[src/logic/smsc_pkg.sv]
// package: codes, register map, timing and states of the mode selection checker
package smsc_pkg;

  // timing
  localparam int unsigned CLK_HZ         = 50_000_000;
  localparam int unsigned TIMEOUT_MS     = 1000;
  localparam int unsigned TIMEOUT_CYCLES = (CLK_HZ / 1000) * TIMEOUT_MS;
  localparam int unsigned SCAN_US        = 1000;
  localparam int unsigned SCAN_CYCLES    = (CLK_HZ / 1_000_000) * SCAN_US;
  localparam int unsigned CNT_W          = 27;

  // authorization codes carried by the key
  localparam logic [7:0] LEVEL_CODE_AUTOMATIC = 8'h1F;
  localparam logic [7:0] LEVEL_CODE_SETUP     = 8'hE3;
  localparam logic [7:0] LEVEL_CODE_SERVICE   = 8'hFC;
  // selection codes sent by the panel
  localparam logic [7:0] SELECTION_CODE_AUTOMATIC = 8'hE3;
  localparam logic [7:0] SELECTION_CODE_SETUP     = 8'hFC;
  localparam logic [7:0] SELECTION_CODE_SERVICE   = 8'h1F;
  // check feedback codes
  localparam logic [7:0] FEEDBACK_CODE_AUTOMATIC = 8'h1F;
  localparam logic [7:0] FEEDBACK_CODE_SETUP     = 8'hFC;
  localparam logic [7:0] FEEDBACK_CODE_SERVICE   = 8'hE3;
  // switch codes, expected from the later stage
  localparam logic [7:0] SWITCH_CODE_AUTOMATIC = 8'hE3;
  localparam logic [7:0] SWITCH_CODE_SETUP     = 8'h1F;
  localparam logic [7:0] SWITCH_CODE_SERVICE   = 8'hFC;
  localparam logic [7:0] CODE_NONE             = 8'h00;

  // internal mode levels, ordered so that a higher level contains the lower ones
  localparam logic [1:0] LVL_NONE      = 2'h0;
  localparam logic [1:0] LVL_AUTOMATIC = 2'h1;
  localparam logic [1:0] LVL_SETUP     = 2'h2;
  localparam logic [1:0] LVL_SERVICE   = 2'h3;
  localparam int unsigned NUM_MODES    = 3;

  // register map
  localparam logic [3:0] ADDR_CTRL   = 4'h0;
  localparam logic [3:0] ADDR_STATUS = 4'h4;
  localparam logic [3:0] ADDR_CODES  = 4'h8;
  localparam int unsigned CTRL_RUN_BIT     = 0;
  localparam logic        CTRL_RUN_RESET   = 1'b1;
  localparam int unsigned ST_STATE_LSB     = 0;
  localparam int unsigned ST_ERROR_BIT     = 4;
  localparam int unsigned ST_KEY_BIT       = 5;
  localparam int unsigned ST_TIMEOUT_BIT   = 6;
  localparam int unsigned ST_MODE_LSB      = 8;
  localparam int unsigned ST_FAULT_LSB     = 12;
  localparam int unsigned CODES_LEVEL_LSB  = 0;
  localparam int unsigned CODES_CHOICE_LSB = 8;
  localparam int unsigned CODES_FB_LSB     = 16;

  // fault causes reported in status
  localparam logic [2:0] FAULT_NONE    = 3'h0;
  localparam logic [2:0] FAULT_TIMEOUT = 3'h1;
  localparam logic [2:0] FAULT_LEVEL   = 3'h2;
  localparam logic [2:0] FAULT_RANGE   = 3'h3;
  localparam logic [2:0] FAULT_CHOICE  = 3'h4;

  typedef enum logic [3:0] {
    SMSC_IDLE        = 4'b0000,
    SMSC_WAIT_LEVEL  = 4'b0001,
    SMSC_WAIT_CHOICE = 4'b0010,
    SMSC_CHK_LEVEL   = 4'b0011,
    SMSC_CHK_RANGE   = 4'b0100,
    SMSC_CHK_CHOICE  = 4'b0101,
    SMSC_DONE        = 4'b0110,
    SMSC_ERROR       = 4'b0111
  } smsc_state_e;

  // authorization byte to level, none for any other value
  function automatic logic [1:0] smsc_level_of_auth(input logic [7:0] code);
    if (code == LEVEL_CODE_AUTOMATIC) return LVL_AUTOMATIC;
    else if (code == LEVEL_CODE_SETUP) return LVL_SETUP;
    else if (code == LEVEL_CODE_SERVICE) return LVL_SERVICE;
    else return LVL_NONE;
  endfunction

  // selection byte to level, none for any other value
  function automatic logic [1:0] smsc_level_of_sel(input logic [7:0] code);
    if (code == SELECTION_CODE_AUTOMATIC) return LVL_AUTOMATIC;
    else if (code == SELECTION_CODE_SETUP) return LVL_SETUP;
    else if (code == SELECTION_CODE_SERVICE) return LVL_SERVICE;
    else return LVL_NONE;
  endfunction

  // level to feedback byte
  function automatic logic [7:0] smsc_feedback_of(input logic [1:0] lvl);
    if (lvl == LVL_AUTOMATIC) return FEEDBACK_CODE_AUTOMATIC;
    else if (lvl == LVL_SETUP) return FEEDBACK_CODE_SETUP;
    else if (lvl == LVL_SERVICE) return FEEDBACK_CODE_SERVICE;
    else return CODE_NONE;
  endfunction

endpackage

[src/logic/smsc_cycle_counter.sv]
// free counter that pulses once per CYCLES clocks while run is high
`timescale 1ns/1ps
module smsc_cycle_counter
  import smsc_pkg::*;
#(
  parameter int unsigned CYCLES = SCAN_CYCLES
) (
  // clock and reset
  input  wire logic ref_clk,
  input  wire logic rst_n,
  // control
  input  wire logic run,
  // one-cycle pulse at the end of each period
  output logic      tick
);

  localparam logic [CNT_W-1:0] LAST = CNT_W'(CYCLES - 1);

  logic [CNT_W-1:0] count_q;

  // dropping run restarts the period from zero
  always_ff @(posedge ref_clk)
  begin
    if (!rst_n || !run)
      count_q <= '0;
    else if (count_q == LAST)
      count_q <= '0;
    else
      count_q <= count_q + CNT_W'(1);
  end

  assign tick = run && (count_q == LAST);

endmodule // smsc_cycle_counter

[config.mk]
export PLATFORM = sky130hd
export DESIGN_NAME = smsc_cycle_counter
export DESIGN_NICKNAME = d
export VERILOG_FILES = /design/src/logic/smsc_pkg.sv /design/src/logic/smsc_cycle_counter.sv
export SDC_FILE = /design/constraint.sdc
export NUM_CORES = 1
export LEC_CHECK = 0
export ABC_AREA = 1
export BUFFER_PORTS_ARGS = -buffer_cell sky130_fd_sc_hd__buf_2
export CORE_MARGIN = 1
export CORE_UTILIZATION = 51
export DETAILED_ROUTE_END_ITERATION = 10
export HOLD_SLACK_MARGIN = 0.03
export PLACE_DENSITY = 0.64
export REMOVE_ABC_BUFFERS = 1
export SLEW_MARGIN = 10
export SYNTH_ARGS = -nofsm -noshare
export SYNTH_HDL_FRONTEND = slang
export SYNTH_SLANG_ARGS = --single-unit
[constraint.sdc]
create_clock -name ref_clk -period 1.7 [get_ports ref_clk]
set_input_delay 0.17 -clock ref_clk [delete_from_list [all_inputs] [get_ports ref_clk]]
set_output_delay 0.17 -clock ref_clk [all_outputs]
set_load 0.01 [all_outputs]
# Word level (Yosys, flattened, before mapping)
# Cells that the tools add are included.
# classes
n_addsub	1
n_eq_ne	1
n_reduce_logical	5
# ops
cell	n
27-bit by 1-bit adder with 27-bit output, second input constant	1
27-bit by 16-bit equality test with 1-bit output, second input constant	1
1-bit zero test	2
2-bit OR reduction	1
1-bit logical AND	1
1-bit logical OR	1
# totals
regBits	27
input_bits	3
output_inout_bits	1
elab_cells	8

# Logic depth before layout (Yosys ltp)
# Gate-level depths: netlist of run 1.
# depth
word_depth	3
depth_mapped	9
ltp_nobuf	9

# Least setup slack after synthesis of run 1
# Ideal clock, no wire load.
# synth_timing
path_kind	reg-to-reg
startpoint	register count_q[0]
endpoint	register count_q[13]
setup_time_ns	0.115
arrival_ns	1.172
path_slack_ns	0.413
stages_incl_launch_ff	8
synth_period_minus_slack_ns	1.287
cell_sequence	dfxtp_1 > ha_1 > nand4_1 > nor2_1 > nand3_2 > nand2_4 > buf_6 > nor2_1
# synth_via
elab_chain_cells	2
# synth_rtl
element	line_no	text
start: declaration	smsc_cycle_counter.sv:19	logic [CNT_W-1:0] count_q;
start signal: assignment	smsc_cycle_counter.sv:29	count_q <= count_q + CNT_W'(1);
parallel branches: the longest is 2 deep, another holds 27-bit by 1-bit adder with 27-bit output	--	
# Parallel ways; which one is timed is not known.
# A chain may end at the register's enable or synchronous reset.

# Worst setup path after layout of run 1
# layout_timing
startpoint	register count_q[14]
endpoint	output port tick
# layout_via
elab_chain_cells	2
# layout_rtl
element	line_no	text
27-bit by 16-bit equality test with 1-bit output	smsc_cycle_counter.sv:32	assign tick = run && (count_q == LAST);
1-bit logical AND	smsc_cycle_counter.sv:32	
end: declaration	smsc_cycle_counter.sv:14	output logic tick
# No other way between the ends.

==> flow_metrics.tcl, run 1 <==
set metrics [dict create \
    clock_latency_ps 330 \
    timing.final.hold_violations 0 \
    grt_use_total_pct 22.2 \
    post-route-min-period_ps 1630 \
    synthFlopType "dfxtp_1" \
    pwr-share-comb_pct 2.7 \
    clkPwrFrac_pct 30.1 \
    vias_per_cell 5.00 \
    synth-async-reset-ratio_pct 0 \
    top_regs "count_q: 27 flops" \
    worstPathArrival_ps 1460 \
    fmax_mhz 613 \
    clk_path_buf_depth 2 \
    finalWeightedCongestion 0.861 \
    largest_reg_flops 27 \
    cts_hold_buf 0 \
    rr_startpoint "count_q[14]$_SDFF_PP0_" \
    drive_gt1_share_pct 17.5 \
    dr_total_vias 1386 \
    cp.required_ps 1530 \
    antenna_found_initial 0 \
    synth_seq_cells 27 \
    p_int_w 0.000732 \
    finalCritPeriodShare_pct 96.0 \
    setup_viol 0 \
    path_clk_slew_ps 150 \
    yosysMostFrequentCell "nand2_1" \
    yosys_warnings 0 \
    relSlewSlack_pct 76.2 \
    post-place-cells 271 \
    synth_cells 239 \
    cp-startpoint "count_q[14]$_SDFF_PP0_" \
    wl_per_cell_um 11.8 \
    synth_top_area_share_pct 34.4 \
    synthDistinctLibCells 22 \
    crit_end "tick" \
    die_y_um 57.5 \
    p_sw_share_pct 22.9 \
    yosys-top-cells-area "dfxtp_1, nand2_1, nor2_1" \
    cts_root_buf "clkbuf_4" \
    synth-edff-count 0 \
    yosys.area.top_type "dfxtp_1" \
    row_count 19 \
    maxCapViolCount 0 \
    vdd_ir_drop_max_uv 498 \
    status "complete, no violations" \
    overflow 0 \
    skew_ps 4.11 \
    hp-class "in2reg" \
    layoutNonFillerInstCount 277 \
    fin_nets 251 \
    tritoncts "done" \
    dp_hpwl_mm 2.48 \
    switching_power_w 0.000217 \
    final_max_slew_viol_count 0 \
    fin_util_pct 58.8 \
    pin_count 4 \
    diodes 0 \
    htree_num_levels 1 \
    grt_pass1_wl_mm 5.68 \
    numClockSinks 27 \
    top_register "count_q" \
    seqPwrFrac_pct 67.3 \
    portBuffers 3 \
    worstPathMaxFanout 3 \
    seq_area_frac_synth_pct 34.4 \
    cts_buffers 3 \
    first_pass_iters 6 \
    wl_mm 3.26 \
    die_area_um2 3310 \
    grt_max_degree 28 \
    post-route-drc-count 0 \
    synth_common_cells "nand2_1, nor2_1, dfxtp_1, inv_1, nand3_1" \
    cp-start-kind "register" \
    power.density_nw_per_um2 571 \
    ff2ff_path_depth 8 \
    synth.avg_cell_area_um2 6.58 \
    crit_path_end_kind "output port" \
    fp.coreArea_um2 2830 \
    drt.antenna.violating_nets 0 \
    area_delta_synth_final_pct 5.73 \
    rrSetupSlack_ps 170 \
    die_w_um 57.5 \
    reg2reg_to "count_q[20]$_SDFF_PP0_" \
    start_util_pct 55.6 \
    worst_slew_pin_slew_ps 356 \
    grt_pass1_vias 1347 \
    p_leak_nw 0.587 \
    syn-cell-area_um2 1570 \
    path_class "reg2out" \
    dr.first_iter.drc_count 59 \
]
==> how the worst min path moves through the flow <==
| stage | to | depth (start not counted) | from |
|---|---|---|---|
| finish | count_q[10]$_SDFF_PP0_ | 5 | rst_n |
| global route | count_q[1]$_SDFF_PP0_ | 5 | rst_n |
| CTS | count_q[10]$_SDFF_PP0_ | 5 | rst_n |
| detailed placement | count_q[0]$_SDFF_PP0_ | 1 | count_q[0]$_SDFF_PP0_ |
| global placement | count_q[0]$_SDFF_PP0_ | 1 | count_q[0]$_SDFF_PP0_ |
| floorplan | count_q[0]$_SDFF_PP0_ | 1 | count_q[0]$_SDFF_PP0_ |
==> routing by layer <==
metal / vias up / track usage [%] / wire length (um)
met5: - / 0 / 0
met4: 0 / 4.18 / 35
met3: 4 / 4.76 / 106
met2: 21 / 38.7 / 1530
met1: 623 / 28.4 / 1590
li1: 738 / - / -
==> power by group through the flow <==
stage               combinational, W  sequential, W  clock [W]
floorplan                  0.0000154       0.000650          0
global placement           0.0000216       0.000651          0
detailed placement         0.0000225       0.000651          0
CTS                        0.0000227       0.000638   0.000299
global route               0.0000288       0.000639   0.000312
finish                     0.0000253       0.000638   0.000285
==> cells in the final DEF, fill, tap and decap left out <==
master	n
or2_0	2
xor2_1	5
ha_4	1
nor2_2	11
and2_1	1
clkinv_2	1
buf_2	3
buf_4	2
nor2_4	7
nand4_1	1
nor2_1	45
nand3_2	1
clkbuf_4	3
nand2_1	67
o21ai_0	2
nand2_4	2
nand2_2	6
a21oi_1	6
dfxtp_1	24
a21oi_2	1
inv_1	27
inv_2	2
o21bai_1	1
xnor2_1	4
nand3_1	18
dfxtp_2	3
==> worst max-delay path: stages, from the launching register on <==
cell     delay, ps
dfxtp_1        410
nand2_1        120
inv_1           70
nand2_1         90
nor2_2         130
nand3_2         90
nor2_1          90
buf_2          130
==> area by class of cell <==
cell class	instances	area, um2
fill	302	1170
multi-input combinational	181	913
sequential	27	544
inverter	29	109
tap	31	38.8
timing repair buffer	5	30.0
clock buffer	3	22.5
clock inverter	1	5.00
==> cells by family (layout without fill, tap and decap cells) <==
logic type,after synthesis,after routing,synth area share [%]
and+or+nand+nor,161,161,47.9
buffers and inverters,31,38,8.35
DFF,27,27,34.4
AOI/OAI and AO/OA,10,10,3.58
xor gates and xnor gates,9,9,5.01
adders and majority gates,1,1,0.795
==> repair_timing <==
action | 4_1_cts | 5_1_grt
setup endpoints to repair | 1 | 1
gates resized for setup | 3 | 2
pin swaps | 0 | 1
buffers inserted | 0 | 2
==> per-stage QoR <==
| step | TNS, ps | hold WS [ps] | setup WS (ps) | cell area, um2 | total power [W] |
|---|---|---|---|---|---|
| 2_1_floorplan | 0 | 417 | 416 | 1550 | 0.000666 |
| 3_3_place_gp | 0 | 429 | 287 | 1600 | 0.000672 |
| 3_5_place_dp | 0 | 469 | 226 | 1600 | 0.000673 |
| 4_1_cts | 0 | 409 | 7.63 | 1640 | 0.000959 |
| 5_1_grt | -11.2 | 449 | -11.2 | 1660 | 0.000980 |
| 6_report | 0 | 410 | 68.0 | 1660 | 0.000949 |
(Power assumes the default switching activity.)
==> run 2, diff against run 1 <==
ABC_AREA = unset   (was 1)
HOLD_SLACK_MARGIN = 0.12   (was 0.03)
==> run 2 against run 1 <==
The run now ends with setup timing left. Sequential share of layout area is 2.3 points lower. Hold slack got worse by 90 ps. Setup slack got worse by 340 ps. Highest routed layer unchanged. Largest cell class unchanged. Sequential power about the same. Clock skew rose by 13 ps. Utilization rose by 20 points.
==> flow_metrics.tcl, run 2 <==
set metrics [dict create \
    status "finished, violations left" \
    failed_checks "setup timing" \
    ff2ff_path_depth 5 \
    largest_reg_flops 27 \
    cp-startpoint "count_q[26]$_SDFF_PP0_" \
    worst_slew_pin_slew_ps 360 \
    most-common-layout-cells "buf_4, dfxtp_1, a21oi_2, xnor2_1, dfxtp_2" \
    dp_hpwl_mm 2.09 \
    min_to "count_q[16]$_SDFF_PP0_" \
    tritoncts "done" \
    pin_count 4 \
    hold_depth 4 \
    critPathTopFamily "simple AND/OR/NAND/NOR gates" \
    clock_latency_ps 350 \
    path_buf_inv 1 \
    grt_pass1_vias 1156 \
    maxCapViolCount 0 \
    tns_ps -6770 \
    synth_top_area_share_pct 41.9 \
    row_count 17 \
    htree_num_levels 1 \
    die_area_um2 2740 \
    seqPwrFrac_pct 64.6 \
    n_fill_cell 148 \
    worstPathMaxFanout 7 \
    die_y_um 52.3 \
    p_sw_share_pct 23.4 \
    slowest_stage "or4_4" \
    power.density_nw_per_um2 543 \
    grt_use_total_pct 24.5 \
    synth-async-reset-ratio_pct 0 \
    grt_pass1_wl_mm 4.93 \
    timing.hold.ws_ps 319 \
    vdd_ir_drop_max_uv 526 \
    final_common_cell "buf_4" \
    yosys.area.top_type "dfxtp_1" \
    fin_nets 192 \
    hp-class "in2reg" \
    path_depth 5 \
    reg2reg_to "count_q[10]$_SDFF_PP0_" \
    portBuffers 3 \
    pwr-share-comb_pct 5.7 \
    first_pass_iters 4 \
    cp.required_ps 1950 \
    fin_util_pct 79.0 \
    finalCritPeriodShare_pct 116 \
    worstPathCellList "or4_4 > or3_4 > o211ai_4 > clkbuf_16 > nor2_1" \
    fp.coreArea_um2 2300 \
    p_leak_nw 0.586 \
    synth_common_cells "dfxtp_1, nor2_1, a21oi_1, or3_1, xnor2_1" \
    area_delta_synth_final_pct 40.6 \
    cp-start-kind "register" \
    yosysMostFrequentCell "dfxtp_1" \
    finalWeightedCongestion 0.794 \
    dp_slack_ps -191 \
    cts_hold_buf 0 \
    drt.antenna.violating_nets 0 \
    wl_per_cell_um 16.5 \
    post-route-drc-count 0 \
    worstPathArrival_ps 2220 \
    p_int_w 0.000755 \
    synthDistinctLibCells 26 \
    start_util_pct 56.2 \
    grt_max_degree 28 \
    rsz0062_at_grt "yes" \
    fmax_mhz 507 \
    cts_buffers 3 \
    top_regs "count_q: 27 flops" \
    synthFlopType "dfxtp_1" \
    clk_path_buf_depth 2 \
    switching_power_w 0.000230 \
    diodes 0 \
    path_clk_slew_ps 150 \
    synth.avg_cell_area_um2 8.61 \
    numClockSinks 27 \
    setup_viol 28 \
    cts_root_buf "clkbuf_4" \
    synth_cells 150 \
    final_max_slew_viol_count 0 \
    synth-edff-count 0 \
    seq_area_frac_synth_pct 41.9 \
    die_w_um 52.3 \
    post-route-min-period_ps 1970 \
    layoutNonFillerInstCount 215 \
    worst_slack_ps -271 \
    path_class "reg2reg" \
    wl_mm 3.56 \
    yosys_warnings 0 \
    syn-cell-area_um2 1290 \
    post-place-cells 205 \
    clkPwrFrac_pct 29.7 \
    top_register "count_q" \
    crit_path_end_kind "register" \
    hold_path_startpoint "rst_n" \
    dr.first_iter.drc_count 31 \
    critPathMaxStageDelay_ps 540 \
    rr_startpoint "count_q[26]$_SDFF_PP0_" \
    relSlewSlack_pct 75.8 \
    antenna_found_initial 0 \
    yosys-top-cells-area "dfxtp_1, xnor2_1, a21oi_1" \
    timing.final.hold_violations 0 \
    dr_total_vias 1282 \
    skew_ps 17.2 \
    vias_per_cell 5.96 \
    drive_gt1_share_pct 44.4 \
    overflow 0 \
    synth_seq_cells 27 \
    rrSetupSlack_ps -270 \
]
run 2: worst max-delay path by stage:
stage	end
finish	count_q[10]$_SDFF_PP0_
global route	tick
detailed placement	count_q[22]$_SDFF_PP0_
CTS	tick
global placement	count_q[22]$_SDFF_PP0_
floorplan	count_q[22]$_SDFF_PP0_
run 2: through the flow:
stage                     total power, W  area, um2
after floorplan                 0.000662       1260
after global placement          0.000677       1540
after detailed placement        0.000678       1540
after CTS                       0.000956       1610
after global routing             0.00101       1820
final                           0.000985       1820
run 2: logic make-up (layout without fill, tap and decap cells):
group                      Yosys count  in the layout  synth area share [%]
DFF                                 27             27                  41.9
buffers and inverters               13             50                  5.04
and+or+nand+nor                     69             69                  31.0
adders and majority gates            1              1                 0.969
AOI/OAI and AO/OA                   29             29                  13.7
xor gates and xnor gates            11             11                  7.46
run 2: power by group through the flow:
stage | combinational [W] | clock [W] | sequential, W
finish | 0.0000560 | 0.000292 | 0.000637
global placement | 0.0000260 | 0 | 0.000651
floorplan | 0.0000111 | 0 | 0.000651
CTS | 0.0000313 | 0.000288 | 0.000637
detailed placement | 0.0000276 | 0 | 0.000651
global route | 0.0000585 | 0.000312 | 0.000637
run 2: repair_timing:
action / 4_1_cts / 5_1_grt
pin swaps: 3 / 13
buffers inserted: 3 / 0
endpoints found under the setup margin: 28 / 28
gates cloned: 0 / 3
gates resized for setup: 7 / 39
run 2: routing by layer:
metal | up-vias | GRT usage, % | wire [um] | share of wire, %
met5 | - | 0 | 0 | 0
met4 | 0 | 8.33 | 108 | 3.0
met3 | 14 | 5.51 | 110 | 3.1
met2 | 22 | 42.4 | 1800 | 51
met1 | 621 | 29.5 | 1540 | 43
li1 | 625 | - | - | -
run 2: final cells by class:
class | instances | area (um2) | share of cell area (%)
multi-input cells | 110 | 840 | 46.2
flip-flops and latches | 27 | 552 | 30.4
repair buffers | 38 | 333 | 18.3
well taps | 28 | 35.0 | 1.93
inverters | 8 | 30.0 | 1.65
clock buffers | 4 | 26.3 | 1.45
run 2: worst reg2reg max path, stage by stage, from the launching register on:
cell and delay [ps]:
dfxtp_2 350, or4_4 540, or3_4 360, o211ai_4 340, clkbuf_16 230, nor2_1 50
==> run 3, diff against run 2 <==
CELL_PAD_IN_SITES_DETAIL_PLACEMENT = 0   (was unset)
CELL_PAD_IN_SITES_GLOBAL_PLACEMENT = 1   (was unset)
CORE_MARGIN = 8   (was 1)
CORE_UTILIZATION = 46   (was 51)
PLACE_DENSITY = 0.74   (was 0.64)
==> run 3 against run 2 <==
The run still ends with setup timing left. Flip-flop and latch count stayed put. Combinational power is 17% lower. Sequential power hardly changed. Hold slack worse by 37 ps. Fmax is 2.7% higher. Die area is 74% higher. Via count is 3.1% lower. Cell count is 3.7% higher. Register-to-register slack better by 50 ps. First-iteration DRC count is 100% higher. Global-route usage is 10 points lower. Utilization is 13 points lower.
==> flow_metrics.tcl, run 3 (same netlist as run 2, synthesis figures left out) <==
set metrics [dict create \
    hold_depth 4 \
    fp.coreArea_um2 2710 \
    critPathMaxStageDelay_ps 540 \
    clock_latency_ps 330 \
    dr_total_vias 1242 \
    path_buf_inv 1 \
    largest_reg_flops 27 \
    cts_hold_buf 0 \
    numClockSinks 27 \
    relSlewSlack_pct 77.9 \
    most-common-layout-cells "buf_4, dfxtp_1, nor2_1, xnor2_1" \
    top_register "count_q" \
    critPathTopFamily "simple AND/OR/NAND/NOR gates" \
    cts_buffers 3 \
    dr.first_iter.drc_count 62 \
    clk_path_buf_depth 2 \
    final_common_cell "buf_4" \
    top_regs "count_q: 27 flops" \
    worst_slew_pin_slew_ps 327 \
    dp_slack_ps -188 \
    cp.required_ps 1940 \
    fin_total_pwr_w 0.000975 \
    start_util_pct 47.6 \
    maxCapViolCount 0 \
    rsz0062_at_grt "yes" \
    worstPathCellList "or4_4 > or3_4 > o211ai_4 > buf_6 > a21oi_1" \
    finalCritPeriodShare_pct 113 \
    post-route-drc-count 0 \
    portBuffers 3 \
    vdd_ir_drop_max_uv 626 \
    path_class "reg2reg" \
    first_pass_iters 4 \
    die_y_um 69.0 \
    timing.final.hold_violations 0 \
    post-route-min-period_ps 1920 \
    antenna_found_initial 0 \
    dp_hpwl_mm 2.24 \
    wl_per_cell_um 14.5 \
    grt_max_degree 20 \
    die_area_um2 4760 \
    rrSetupSlack_ps -220 \
    fin_nets 197 \
    drt.antenna.violating_nets 0 \
    grt_pass1_wl_mm 5.29 \
    cp-start-kind "register" \
    skew_ps 3.81 \
    final_max_slew_viol_count 0 \
    tritoncts "done" \
    diodes 0 \
    slowest_stage "or4_4" \
    setup_viol 28 \
    path_depth 5 \
    p_leak_nw 0.603 \
    grt_pass1_vias 1227 \
    finalWeightedCongestion 0.788 \
    vias_per_cell 5.57 \
    hold_path_startpoint "rst_n" \
    worstPathArrival_ps 2150 \
    failed_checks "setup timing" \
    overflow 0 \
    path_clk_slew_ps 150 \
    status "finished, violations left" \
    min_to "count_q[0]$_SDFF_PP0_" \
    power.density_nw_per_um2 542 \
    rr_startpoint "count_q[24]$_SDFF_PP0_" \
    drive_gt1_share_pct 39.6 \
    fmax_mhz 521 \
    row_count 19 \
    htree_num_levels 1 \
    grt_use_total_pct 14.3 \
    area_delta_synth_final_pct 39.3 \
    n_fill_cell 250 \
    die_w_um 69.0 \
    crit_path_end_kind "register" \
    worstPathMaxFanout 8 \
    ff2ff_path_depth 5 \
    cts_root_buf "clkbuf_4" \
    reg2reg_to "count_q[23]$_SDFF_PP0_" \
    hp-class "in2reg" \
    pin_count 4 \
    worst_slack_ps -219 \
    wl_mm 3.23 \
]
-- run 3: cell types whose count changed in the layout (fill, tap and decap cells not counted), moves of 2 or more --
| cell | delta |
|---|---|
| a21oi_1 | +7 |
| a21oi_2 | -7 |
| nor2_1 | +5 |
| nor2_4 | -4 |
| buf_4 | +2 |
| buf_6 | +2 |
| nor4_1 | +2 |
| nor4_2 | -2 |
-- run 3: worst max-delay path by stage --
| stage | startpoint | end | slack (ps) |
|---|---|---|---|
| after floorplan | count_q[0]$_SDFF_PP0_ | count_q[22]$_SDFF_PP0_ | -250 |
| after global placement | count_q[22]$_SDFF_PP0_ | count_q[23]$_SDFF_PP0_ | -120 |
| after detailed placement | count_q[0]$_SDFF_PP0_ | count_q[22]$_SDFF_PP0_ | -190 |
| after CTS | count_q[24]$_SDFF_PP0_ | tick | -180 |
| after global routing | count_q[18]$_SDFF_PP0_ | tick | -320 |
| final | count_q[24]$_SDFF_PP0_ | count_q[23]$_SDFF_PP0_ | -220 |
-- run 3: layout make-up --
cell class | instances | area, um2 | area share, %
clock inverter | 1 | 7.51 | 0.417
sequential | 27 | 551 | 30.6
inverter | 8 | 30.0 | 1.67
multi-input combinational | 111 | 785 | 43.6
timing repair buffer | 42 | 365 | 20.3
clock buffer | 3 | 22.5 | 1.25
tap | 31 | 38.8 | 2.16
-- run 3: where the power goes --
part / switching (W) / total, W / internal [W]
sequential: 0.00000235 / 0.000638 / 0.000636
combinational: 0.0000233 / 0.0000466 / 0.0000232
clock: 0.000200 / 0.000290 / 0.0000902
-- run 3: per-layer routing --
layer / track usage (%) / part of all wire [%]
met4: 3.01 / 0.77
met3: 4.36 / 2.2
met1: 17.2 / 48
met5: 0 / 0
met2: 24.5 / 49
-- run 3: timing repair --
item / in CTS / in global routing
endpoints found under the setup margin: 28 / 28
resized for setup: 17 / 14
pin swaps: 8 / 6
endpoints found under the hold margin: 0 / 0
cloned: 0 / 3
buffers inserted: 1 / 1
-- run 3: stage by stage --
step / cell area [um2] / hold slack, ps / std cells / util (%) / setup TNS, ps
after floorplan: 1260 / 430 / 145 / - / -5540
after global placement: 1600 / 462 / 214 / 59.0 / -2610
after detailed placement: 1600 / 480 / 214 / 59.0 / -4180
after CTS: 1690 / 248 / 219 / 62.4 / -4020
after global routing: 1800 / 267 / 223 / 66.4 / -6680
final: 1800 / 282 / 223 / 66.4 / -5280
-- run 3: worst register-to-register path, delay by kind of cell, from the launching register on --
family                 cells  cell delay (ps)
AOI/OAI and AO/OA          2              340
buffers and inverters      1              210
DFF                        1              350
and+or+nand+nor            2              930
